### config.mk
export PLATFORM = sky130hd
export DESIGN_NAME = ccp_cpu_ctrl_flat
export DESIGN_NICKNAME = d
export VERILOG_FILES = /design/src/inc/ccp_pkg.sv /design/src/inc/ccp_io_if.sv /design/src/hdl/ccp_cpu_ctrl.sv /design/src/flat_wrapper.sv
export SDC_FILE = /design/constraint.sdc
export NUM_CORES = 1
export LEC_CHECK = 0
export ABC_AREA = 0
export BUFFER_PORTS_ARGS = -buffer_cell sky130_fd_sc_hd__buf_2
export CORE_MARGIN = 2
export CORE_UTILIZATION = 57
export DETAILED_ROUTE_END_ITERATION = 8
export PLACE_DENSITY = 0.85
export SETUP_SLACK_MARGIN = 0.02
export SLEW_MARGIN = 20
export SYNTH_ARGS = -nofsm -noshare
export SYNTH_HDL_FRONTEND = slang
export SYNTH_SLANG_ARGS = --single-unit
### constraint.sdc
create_clock -name mclk -period 12.55 [get_ports mclk]
set_input_delay 2.51 -clock mclk [delete_from_list [all_inputs] [get_ports mclk]]
set_output_delay 2.51 -clock mclk [all_outputs]
set_load 0.02 [all_outputs]
### src/inc/ccp_pkg.sv
package ccp_pkg;
  // register offsets on the core i/o bus
  localparam logic [5:0]  KEY_OFS      = 6'h04;  // config_change_key
  localparam logic [5:0]  SPL_OFS      = 6'h0D;  // stack_pointer_low
  localparam logic [5:0]  SPH_OFS      = 6'h0E;  // stack_pointer_high
  localparam logic [5:0]  FLAGS_OFS    = 6'h0F;  // status_flags
  localparam logic [5:0]  HIGH_STEP    = 6'h01;  // high byte sits one above low
  // key signatures
  localparam logic [7:0]  SELF_PROGRAM_SIGNATURE = 8'h9D;
  localparam logic [7:0]  IO_UNLOCK_SIGNATURE    = 8'hD8;
  // window length in executed instructions
  localparam logic [2:0]  WIN_INSTR    = 3'h4;
  // stack pointer: implemented bits and reset value (top of sram)
  localparam logic [15:0] SP_MASK      = 16'h3FFF;
  localparam logic [15:0] SP_RESET     = 16'h3FFF;
  // status_flags bit positions
  localparam int FLAG_I = 7;
  localparam int FLAG_T = 6;
  localparam int FLAG_H = 5;
  localparam int FLAG_S = 4;
  localparam int FLAG_V = 3;
  localparam int FLAG_N = 2;
  localparam int FLAG_Z = 1;
  localparam int FLAG_C = 0;
  // controller registers on axi4-lite (byte addresses)
  localparam logic [3:0]  CMD_ADDR     = 4'h0;
  localparam logic [3:0]  STAT_ADDR    = 4'h4;
  localparam logic [3:0]  EVT_ADDR     = 4'h8;
  // command word fields
  localparam int CMD_DLO   = 0;   // [7:0] low data
  localparam int CMD_DHI   = 8;   // [15:8] high data
  localparam int CMD_ADR   = 16;  // [21:16] i/o offset
  localparam int CMD_WR    = 22;  // 1 write, 0 read
  localparam int CMD_WIDE  = 23;  // sixteen-bit pair access
  localparam int CMD_UNL   = 24;  // [25:24] 0 none, 1 io, 2 self-program
  // event word fields
  localparam int EVT_INSTR = 0;
  localparam int EVT_DMEM  = 1;
  localparam int EVT_NVM   = 2;
  localparam int EVT_SLEEP = 3;
  localparam int EVT_SEI   = 4;
  localparam int EVT_CLI   = 5;
  localparam int EVT_BST   = 6;
  localparam int EVT_BSTV  = 7;
  localparam int EVT_ALU   = 8;
  localparam int EVT_AFL   = 9;   // [13:9] h v n z c
  localparam int EVT_IRQ   = 14;
  // status word fields
  localparam int ST_BUSY   = 16;
  localparam int ST_IRQEN  = 17;
  localparam int ST_IOWIN  = 18;
  localparam int ST_SPMWIN = 19;
  localparam int ST_PEND   = 20;
  localparam int ST_TFLAG  = 21;
  localparam int ST_TAKEN  = 24;  // [31:24] interrupts taken
  localparam logic [1:0]  RESP_OKAY    = 2'h0;
  localparam logic [1:0]  RESP_SLVERR  = 2'h2;
  localparam logic [1:0]  UNL_IO       = 2'h1;
  localparam logic [1:0]  UNL_SPM      = 2'h2;
endpackage

### src/inc/ccp_io_if.sv
`timescale 1ns/1ps
interface ccp_io_if;
  logic [5:0] ioAddr;      // i/o offset
  logic [7:0] ioWdata;     // write data
  logic       ioWr;        // i/o write strobe
  logic       ioRd;        // i/o read strobe
  logic [7:0] ioRdata;     // read data, one cycle after ioRd
  logic       ioWait;      // one-cycle wait state
  logic       instrDone;   // an instruction retired
  logic       dataMemWr;   // data memory write
  logic       nvmAccess;   // flash / nvm controller / eeprom access
  logic       sleepExec;   // sleep instruction
  logic       seiExec;     // irq_enable_instr
  logic       cliExec;     // irq_disable_instr
  logic       bstExec;     // bit_store_instr
  logic       bstValue;    // bit stored
  logic       aluUpdate;   // alu result flags valid
  logic [4:0] aluFlags;    // h v n z c
  logic       tFlag;       // source for bit_load_instr
  logic       irqEnable;   // interrupts may be taken
  logic       ioUnlock;    // protected i/o write allowed
  logic       spmUnlock;   // nvm command write allowed
  modport device (input ioAddr, ioWdata, ioWr, ioRd, instrDone, dataMemWr, nvmAccess,
                  sleepExec, seiExec, cliExec, bstExec, bstValue, aluUpdate, aluFlags,
                  output ioRdata, ioWait, tFlag, irqEnable, ioUnlock, spmUnlock);
  modport cpu (output ioAddr, ioWdata, ioWr, ioRd, instrDone, dataMemWr, nvmAccess,
               sleepExec, seiExec, cliExec, bstExec, bstValue, aluUpdate, aluFlags,
               input ioRdata, ioWait, tFlag, irqEnable, ioUnlock, spmUnlock);
endinterface

### src/hdl/ccp_cpu_ctrl.sv
// Local design decision: the AXI4-Lite interface to the registers.
`timescale 1ns/1ps
module ccp_cpu_ctrl
  import ccp_pkg::*;
(
  // clock and reset
  input  wire logic        mclk,
  input  wire logic        reset,
  // axi4-lite write address
  input  wire logic [31:0] awaddr,
  input  wire logic        awvalid,
  output logic             awready,
  // axi4-lite write data
  input  wire logic [31:0] wdata,
  input  wire logic [3:0]  wstrb,
  input  wire logic        wvalid,
  output logic             wready,
  // axi4-lite write response
  output logic [1:0]       bresp,
  output logic             bvalid,
  input  wire logic        bready,
  // axi4-lite read address
  input  wire logic [31:0] araddr,
  input  wire logic        arvalid,
  output logic             arready,
  // axi4-lite read data
  output logic [31:0]      rdata,
  output logic [1:0]       rresp,
  output logic             rvalid,
  input  wire logic        rready,
  // core bus toward the registers
  ccp_io_if.cpu            io
);
  import ccp_pkg::*;

  typedef enum logic [1:0] {IDLE, ACC1, ACC2, FIN} ccp_seq_e;

  typedef struct packed {
    ccp_seq_e    seq;      // access sequencer
    logic [31:0] cmd;      // command held
    logic [15:0] rdWord;   // read result lo/hi
    logic [1:0]  cap;      // read byte due {high, any}
    logic        awHave;   // address captured
    logic        wHave;    // data captured
    logic [3:0]  awA;      // write address low bits
    logic [31:0] wD;       // write data
    logic [1:0]  bR;       // write response
    logic        bV;       // response valid
    logic [31:0] rD;       // read data
    logic        rV;       // read valid
    logic        pend;     // interrupt request pending
    logic [7:0]  taken;    // interrupts taken
    logic [5:0]  ioA;      // bus outputs
    logic [7:0]  ioD;
    logic        ioW;
    logic        ioR;
    logic        instr;
    logic [13:0] evt;      // event pulses
  } ccp_ctl_s;

  ccp_ctl_s s_q, s_d;
  logic     doWrite;  // both halves captured
  logic     busy;     // sequencer running
  logic [31:0] stat;  // status word

  assign busy    = s_q.seq != IDLE || s_q.cap[0] || io.ioWait;
  // writes wait while busy, which stalls the bus
  assign doWrite = s_q.awHave && s_q.wHave && !s_q.bV && !busy;

  always_comb begin
    stat                  = 32'h0000_0000;
    stat[15:0]            = s_q.rdWord;
    stat[ST_BUSY]         = busy;
    stat[ST_IRQEN]        = io.irqEnable;
    stat[ST_IOWIN]        = io.ioUnlock;
    stat[ST_SPMWIN]       = io.spmUnlock;
    stat[ST_PEND]         = s_q.pend;
    stat[ST_TFLAG]        = io.tFlag;
    stat[ST_TAKEN +: 8]   = s_q.taken;
  end

  // bus slave, sequencer and interrupt pending bit
  always_comb begin
    s_d       = s_q;
    s_d.ioW   = 1'b0;
    s_d.ioR   = 1'b0;
    s_d.instr = 1'b0;
    s_d.evt   = 14'h0000;
    // capture address and data in either order
    if (awvalid && !s_q.awHave) begin
      s_d.awHave = 1'b1;
      s_d.awA    = awaddr[3:0];
    end
    if (wvalid && !s_q.wHave) begin
      s_d.wHave = 1'b1;
      s_d.wD    = wdata;
    end
    if (bready && s_q.bV) begin
      s_d.bV = 1'b0;
    end
    // whole-word registers; byte strobes are not honoured
    if (doWrite) begin
      s_d.awHave = 1'b0;
      s_d.wHave  = 1'b0;
      s_d.bV     = 1'b1;
      s_d.bR     = RESP_OKAY;
      case (s_q.awA)
        CMD_ADDR: begin
          s_d.cmd = s_q.wD;
          s_d.seq = ACC1;
          // unlocking writes the signature as its own instruction first
          if (s_q.wD[CMD_UNL +: 2] != 2'h0) begin
            s_d.ioA   = KEY_OFS;
            s_d.ioD   = (s_q.wD[CMD_UNL +: 2] == UNL_SPM) ? SELF_PROGRAM_SIGNATURE
                        : IO_UNLOCK_SIGNATURE;
            s_d.ioW   = 1'b1;
            s_d.instr = 1'b1;
          end
        end
        EVT_ADDR: begin
          s_d.evt  = s_q.wD[13:0];
          s_d.pend = s_q.pend | s_q.wD[EVT_IRQ];
        end
        default: begin
          s_d.bR = RESP_SLVERR;
        end
      endcase
    end
    // read channel
    if (rready && s_q.rV) begin
      s_d.rV = 1'b0;
    end
    if (arvalid && !s_q.rV) begin
      s_d.rV = 1'b1;
      s_d.rD = (araddr[3:0] == STAT_ADDR) ? stat
               : (araddr[3:0] == CMD_ADDR) ? s_q.cmd : 32'h0000_0000;
    end
    // access sequencer: pair accesses low byte first
    case (s_q.seq)
      IDLE: begin
      end
      ACC1: begin
        // protected access follows the signature directly
        s_d.ioA   = s_q.cmd[CMD_ADR +: 6];
        s_d.ioD   = s_q.cmd[CMD_DLO +: 8];
        s_d.ioW   = s_q.cmd[CMD_WR];
        s_d.ioR   = !s_q.cmd[CMD_WR];
        s_d.instr = 1'b1;
        s_d.seq   = s_q.cmd[CMD_WIDE] ? ACC2 : FIN;
      end
      ACC2: begin
        s_d.ioA   = s_q.cmd[CMD_ADR +: 6] + HIGH_STEP;
        s_d.ioD   = s_q.cmd[CMD_DHI +: 8];
        s_d.ioW   = s_q.cmd[CMD_WR];
        s_d.ioR   = !s_q.cmd[CMD_WR];
        s_d.instr = 1'b1;
        s_d.seq   = FIN;
      end
      FIN: begin
        // a wait state keeps the sequencer one more cycle
        s_d.seq = io.ioWait ? FIN : IDLE;
      end
      default: begin
        s_d.seq = IDLE;
      end
    endcase
    // read byte lands the cycle after its strobe
    s_d.cap = {s_q.ioR && s_q.ioA != s_q.cmd[CMD_ADR +: 6], s_q.ioR};
    if (s_q.cap[0]) begin
      s_d.rdWord[8 * s_q.cap[1] +: 8] = io.ioRdata;
    end
    // take a pending request only when the gate allows; new request wins
    if (s_q.pend && io.irqEnable && !(doWrite && s_q.awA == EVT_ADDR
        && s_q.wD[EVT_IRQ])) begin
      s_d.pend  = 1'b0;
      s_d.taken = s_q.taken + 8'h01;
    end
  end

  // state register
  always_ff @(posedge mclk or posedge reset) begin
    if (reset) begin
      s_q     <= '0;
      s_q.seq <= IDLE;
    end else begin
      s_q <= s_d;
    end
  end

  // outputs from flops; rresp is tied to okay and instrDone ors two flops
  assign awready      = !s_q.awHave;
  assign wready       = !s_q.wHave;
  assign bresp        = s_q.bR;
  assign bvalid       = s_q.bV;
  assign arready      = !s_q.rV;
  assign rdata        = s_q.rD;
  assign rresp        = RESP_OKAY;
  assign rvalid       = s_q.rV;
  assign io.ioAddr    = s_q.ioA;
  assign io.ioWdata   = s_q.ioD;
  assign io.ioWr      = s_q.ioW;
  assign io.ioRd      = s_q.ioR;
  assign io.instrDone = s_q.instr | s_q.evt[EVT_INSTR];
  assign io.dataMemWr = s_q.evt[EVT_DMEM];
  assign io.nvmAccess = s_q.evt[EVT_NVM];
  assign io.sleepExec = s_q.evt[EVT_SLEEP];
  assign io.seiExec   = s_q.evt[EVT_SEI];
  assign io.cliExec   = s_q.evt[EVT_CLI];
  assign io.bstExec   = s_q.evt[EVT_BST];
  assign io.bstValue  = s_q.evt[EVT_BSTV];
  assign io.aluUpdate = s_q.evt[EVT_ALU];
  assign io.aluFlags  = s_q.evt[EVT_AFL +: 5];
endmodule // ccp_cpu_ctrl

### src/flat_wrapper.sv
// flat-port wrapper written by rule: the top's interface ports become plain ports
module ccp_cpu_ctrl_flat import ccp_pkg::*;
  (mclk, reset, awaddr, awvalid, awready, wdata, wstrb, wvalid, wready, bresp, bvalid, bready, araddr, arvalid, arready, rdata, rresp, rvalid, rready, io_ioAddr, io_ioWdata, io_ioWr, io_ioRd, io_instrDone, io_dataMemWr, io_nvmAccess, io_sleepExec, io_seiExec, io_cliExec, io_bstExec, io_bstValue, io_aluUpdate, io_aluFlags, io_ioRdata, io_ioWait, io_tFlag, io_irqEnable, io_ioUnlock, io_spmUnlock);
  ccp_io_if io_i ();
  input  wire logic mclk;
  input  wire logic reset;
  input  wire logic [31:0] awaddr;
  input  wire logic awvalid;
  output logic awready;
  input  wire logic [31:0] wdata;
  input  wire logic [3:0] wstrb;
  input  wire logic wvalid;
  output logic wready;
  output logic [1:0] bresp;
  output logic bvalid;
  input  wire logic bready;
  input  wire logic [31:0] araddr;
  input  wire logic arvalid;
  output logic arready;
  output logic [31:0] rdata;
  output logic [1:0] rresp;
  output logic rvalid;
  input  wire logic rready;
  output wire logic [$bits(io_i.ioAddr)-1:0] io_ioAddr;
  output wire logic [$bits(io_i.ioWdata)-1:0] io_ioWdata;
  output wire logic [$bits(io_i.ioWr)-1:0] io_ioWr;
  output wire logic [$bits(io_i.ioRd)-1:0] io_ioRd;
  output wire logic [$bits(io_i.instrDone)-1:0] io_instrDone;
  output wire logic [$bits(io_i.dataMemWr)-1:0] io_dataMemWr;
  output wire logic [$bits(io_i.nvmAccess)-1:0] io_nvmAccess;
  output wire logic [$bits(io_i.sleepExec)-1:0] io_sleepExec;
  output wire logic [$bits(io_i.seiExec)-1:0] io_seiExec;
  output wire logic [$bits(io_i.cliExec)-1:0] io_cliExec;
  output wire logic [$bits(io_i.bstExec)-1:0] io_bstExec;
  output wire logic [$bits(io_i.bstValue)-1:0] io_bstValue;
  output wire logic [$bits(io_i.aluUpdate)-1:0] io_aluUpdate;
  output wire logic [$bits(io_i.aluFlags)-1:0] io_aluFlags;
  input wire logic [$bits(io_i.ioRdata)-1:0] io_ioRdata;
  input wire logic [$bits(io_i.ioWait)-1:0] io_ioWait;
  input wire logic [$bits(io_i.tFlag)-1:0] io_tFlag;
  input wire logic [$bits(io_i.irqEnable)-1:0] io_irqEnable;
  input wire logic [$bits(io_i.ioUnlock)-1:0] io_ioUnlock;
  input wire logic [$bits(io_i.spmUnlock)-1:0] io_spmUnlock;
  assign io_ioAddr = io_i.ioAddr;
  assign io_ioWdata = io_i.ioWdata;
  assign io_ioWr = io_i.ioWr;
  assign io_ioRd = io_i.ioRd;
  assign io_instrDone = io_i.instrDone;
  assign io_dataMemWr = io_i.dataMemWr;
  assign io_nvmAccess = io_i.nvmAccess;
  assign io_sleepExec = io_i.sleepExec;
  assign io_seiExec = io_i.seiExec;
  assign io_cliExec = io_i.cliExec;
  assign io_bstExec = io_i.bstExec;
  assign io_bstValue = io_i.bstValue;
  assign io_aluUpdate = io_i.aluUpdate;
  assign io_aluFlags = io_i.aluFlags;
  assign io_i.ioRdata = io_ioRdata;
  assign io_i.ioWait = io_ioWait;
  assign io_i.tFlag = io_tFlag;
  assign io_i.irqEnable = io_irqEnable;
  assign io_i.ioUnlock = io_ioUnlock;
  assign io_i.spmUnlock = io_spmUnlock;
  ccp_cpu_ctrl u_core (.mclk(mclk), .reset(reset), .awaddr(awaddr), .awvalid(awvalid), .awready(awready), .wdata(wdata), .wstrb(wstrb), .wvalid(wvalid), .wready(wready), .bresp(bresp), .bvalid(bvalid), .bready(bready), .araddr(araddr), .arvalid(arvalid), .arready(arready), .rdata(rdata), .rresp(rresp), .rvalid(rvalid), .rready(rready), .io(io_i));
endmodule
==> impl_metrics.yaml <==
clock_tree:
  clk_latency_ns: 0.41
  cts_resized: 0
  htreeDepth: 4
  postCtsSetupRepairBufs: 0
  numCtsBuffers: 17
  ctsHoldBuffers: 0
  cts_tree: "done"
  root_buffer: "clkbuf_16"
  cts.sinks: 165
  cts.clk_slew.worst_paths_ns: 0.06
  clockBufferDepth: 2
timing:
  skew_ns: 0.00602
  max_freq_ghz: 0.246
  period_needed_ns: 4.07
  tns_ns: 0
  slew_viol_final: 0
  setup_violations: 0
  finalCritPeriodShare_pct: 32.4
  worst_slew_pin_slew_ns: 1.07
  rsz0062_at_grt: "no"
  slew_headroom_pct: 28.2
  finalHoldViolCount: 0
detailed_routing:
  avgRoutedWirePerCell_um: 18.1
  final_antenna_net_count: 0
  via_count: 4686
  dr.pass1.iters: 5
  viasPerCell: 5.59
  drt_first_iter_violations: 376
  drc: 0
  routed_wl_um: 15200
power_and_ir_drop:
  p_clk_share_pct: 29.2
  ir_drop_v: 0.000107
  seq_power_share_pct: 45.0
  p_sw_share_pct: 32.6
  comb_power_share_pct: 25.8
  powerDensity_nw_per_um2: 229
  power_switching_uw: 614
  p_leak_uw: 0.00391
  finalPower_uw: 1880
  p_int_uw: 1270
logic_synthesis:
  synth_area_leaders: "dfrtp_1, mux2_2, buf_4"
  seq_area_frac_synth_pct: 57.0
  synth_edf_count: 0
  synth_area_um2: 7250
  synth_area_leader_cell: "dfrtp_1"
  synth_flop_cell: "dfrtp_1"
  syn_inst: 589
  synth-seq-cells: 165
  synth_top_cell_area_share_pct: 57.0
  synth_warnings: 0
  synth.avg_cell_area_um2: 12.3
  synth-async-reset-ratio_pct: 100
  synth_cell_types: 50
floorplanning:
  initial_utilization_pct: 57.9
  coreArea_um2: 12500
  io_pins: 191
  dieArea_um2: 13600
  dieWidth_um: 117
  std_cell_rows: 41
  dieHeight_um: 117
placed_design:
  placed_area_um2: 7580
  io_buffers: 127
  placed_cells: 806
  hpwl_um: 10300
  globalplace.congestion: 0.921
worst_setup_path:
  critPathLaunchType: "input port"
  cp_max_fo: 34
  worst_ep_required_time_ns: 12.84
  end_kind: "register"
  arrival_ns: 4.36
  worstSetupPathType: "input port to register"
finish:
  multi_input_area_um2: 2530
  synthToLayoutAreaGrowth_pct: 13.4
  fill_cells: 948
  drive_gt1_share_pct: 35.4
  final_cells: 839
  final_nets: 780
  final_area_um2: 8220
  seq_area_um2: 4130
status:
  status: "finished, final reports clean"
global_routing:
  grt_overflow: 0
  grt_max_degree: 116
  grt_use_total_pct: 22.9
  grt_pass1_vias: 4570
  grt_pass1_wl_um: 23800
  antenna_found_initial: 2
flow_run:
  cap_violations: 0
min_path:
  hold_class: "register to register"
==> logic make-up (layout without fill, tap and decap cells) <==
family / count (synthesis) / in the layout / share of synthesized area [%]
compound gates: 112 / 112 / 10.5
xor+xnor: 14 / 14 / 1.69
fa+ha+maj: 7 / 7 / 1.21
buf+inv: 99 / 174 / 8.60
flops: 165 / 165 / 57.0
mux: 85 / 85 / 13.2
other cells: 1 / 4 / 0.0517
simple gates: 106 / 106 / 7.70
==> power groups by stage <==
stage	logic (uW)	clock network [uW]	registers, uW
6_report	486	550	848
5_1_grt	536	583	867
4_1_cts	489	556	845
3_5_place_dp	485	0	852
3_3_place_gp	463	0	840
2_1_floorplan	416	0	793
==> area by class of cell <==
class,count,area share (%)
antenna,1,0.0304
clock buffer,21,5.60
clock inverter,11,2.12
inverter,12,0.639
multi-input combinational,327,30.8
sequential,165,50.2
tap,172,2.62
timing repair buffer,130,8.01
==> synth_stat cells, types with 2 or more instances <==
cell and number:
or2_2 2, nand4_1 5, nor2b_1 3, nand2_1 55, buf_2 9, nor2_1 9, nor3_1 2, mux2_2 53
inv_1 12, a22o_1 15, buf_6 4, o211ai_1 3, o21ai_1 7, and2_1 9, and3_1 2, dfrtp_1 165
xnor2_1 10, a22oi_1 33, a21oi_1 4, clkbuf_1 18, ha_1 7, o21ai_0 38, buf_4 56, a221o_1 2
mux2_1 30, xor2_1 4, and2_2 6, a31oi_1 3, nand3_1 2
==> cell usage in the layout (no fill, tap or decap), types with 2 or more instances in the layout <==
| cell | n |
|---|---|
| conb_1 | 3 |
| mux2_2 | 53 |
| a22oi_1 | 33 |
| nand2_1 | 54 |
| and2_2 | 6 |
| o211ai_1 | 3 |
| mux2_1 | 30 |
| clkbuf_16 | 17 |
| buf_4 | 3 |
| o21ai_1 | 7 |
| bufinv_16 | 4 |
| clkbuf_8 | 2 |
| a31oi_1 | 3 |
| nor3_1 | 2 |
| a221o_1 | 2 |
| xnor2_1 | 10 |
| and3_1 | 2 |
| inv_8 | 2 |
| buf_2 | 127 |
| clkbuf_1 | 2 |
| ha_1 | 7 |
| or2_2 | 2 |
| a21oi_1 | 4 |
| nor2_1 | 9 |
| dfrtp_1 | 165 |
| xor2_1 | 4 |
| o21ai_0 | 38 |
| and2_1 | 9 |
| nand4_1 | 5 |
| inv_1 | 11 |
| nand3_1 | 2 |
| clkinvlp_4 | 5 |
| a22o_1 | 15 |
| nor2b_1 | 2 |
==> worst paths after layout <==
check                                                 start                           to  slack (ns)  depth (start not counted)
worst max-delay path                              io_ioWait  u_core.s_q[160]$_DFFE_PP0P_        8.48                          5
worst min-delay path               u_core.io.ioRd$_DFF_PP0_    u_core.s_q[114]$_DFF_PP0_        0.47                          0
worst max register to register  u_core.s_q[164]$_DFFE_PP0P_  u_core.s_q[160]$_DFFE_PP0P_        9.94                          6
worst min register to register     u_core.io.ioRd$_DFF_PP0_    u_core.s_q[114]$_DFF_PP0_        0.47                          0
max in group asynchronous                             reset  u_core.rdata[6]$_DFFE_PP0P_        9.13                          3
min in group asynchronous                             reset  u_core.rdata[9]$_DFFE_PP0P_        2.22                          2
==> worst max-delay path, stage by stage <==
cell	delay (ns)
buf_2	0.13
nor3b_4	0.27
nand3_2	0.17
nor2_4	0.84
mux2_2	0.42
==> routing by layer <==
metal	part of all wire, %	global-route usage [%]	up-vias
met1	45	32.6	2365
li1	-	-	2126
met3	5.4	4.51	33
met4	2.0	7.92	2
met5	0.086	0	-
met2	48	35.5	160
==> state kept, by name (all words and copies together) (netlist names), 5 cells and up <==
name and cells:
u_core.io.ioWdata 8, u_core.io.ioAddr 6, u_core.s_q 101, u_core.rdata 32
u_core.io.aluFlags 5
==> through the flow <==
| step | setup slack, ns | util (%) | hold WS [ns] |
|---|---|---|---|
| after floorplan | 5.58 | - | 0.446 |
| after global placement | 8.13 | 60.6 | 0.458 |
| after detailed placement | 8.07 | 60.6 | 0.448 |
| after CTS | 8.49 | 65.6 | 0.463 |
| after global routing | 8.39 | 65.7 | 0.474 |
| final | 8.48 | 65.7 | 0.470 |
No activity file was read; power rests on OpenSTA's default activity.
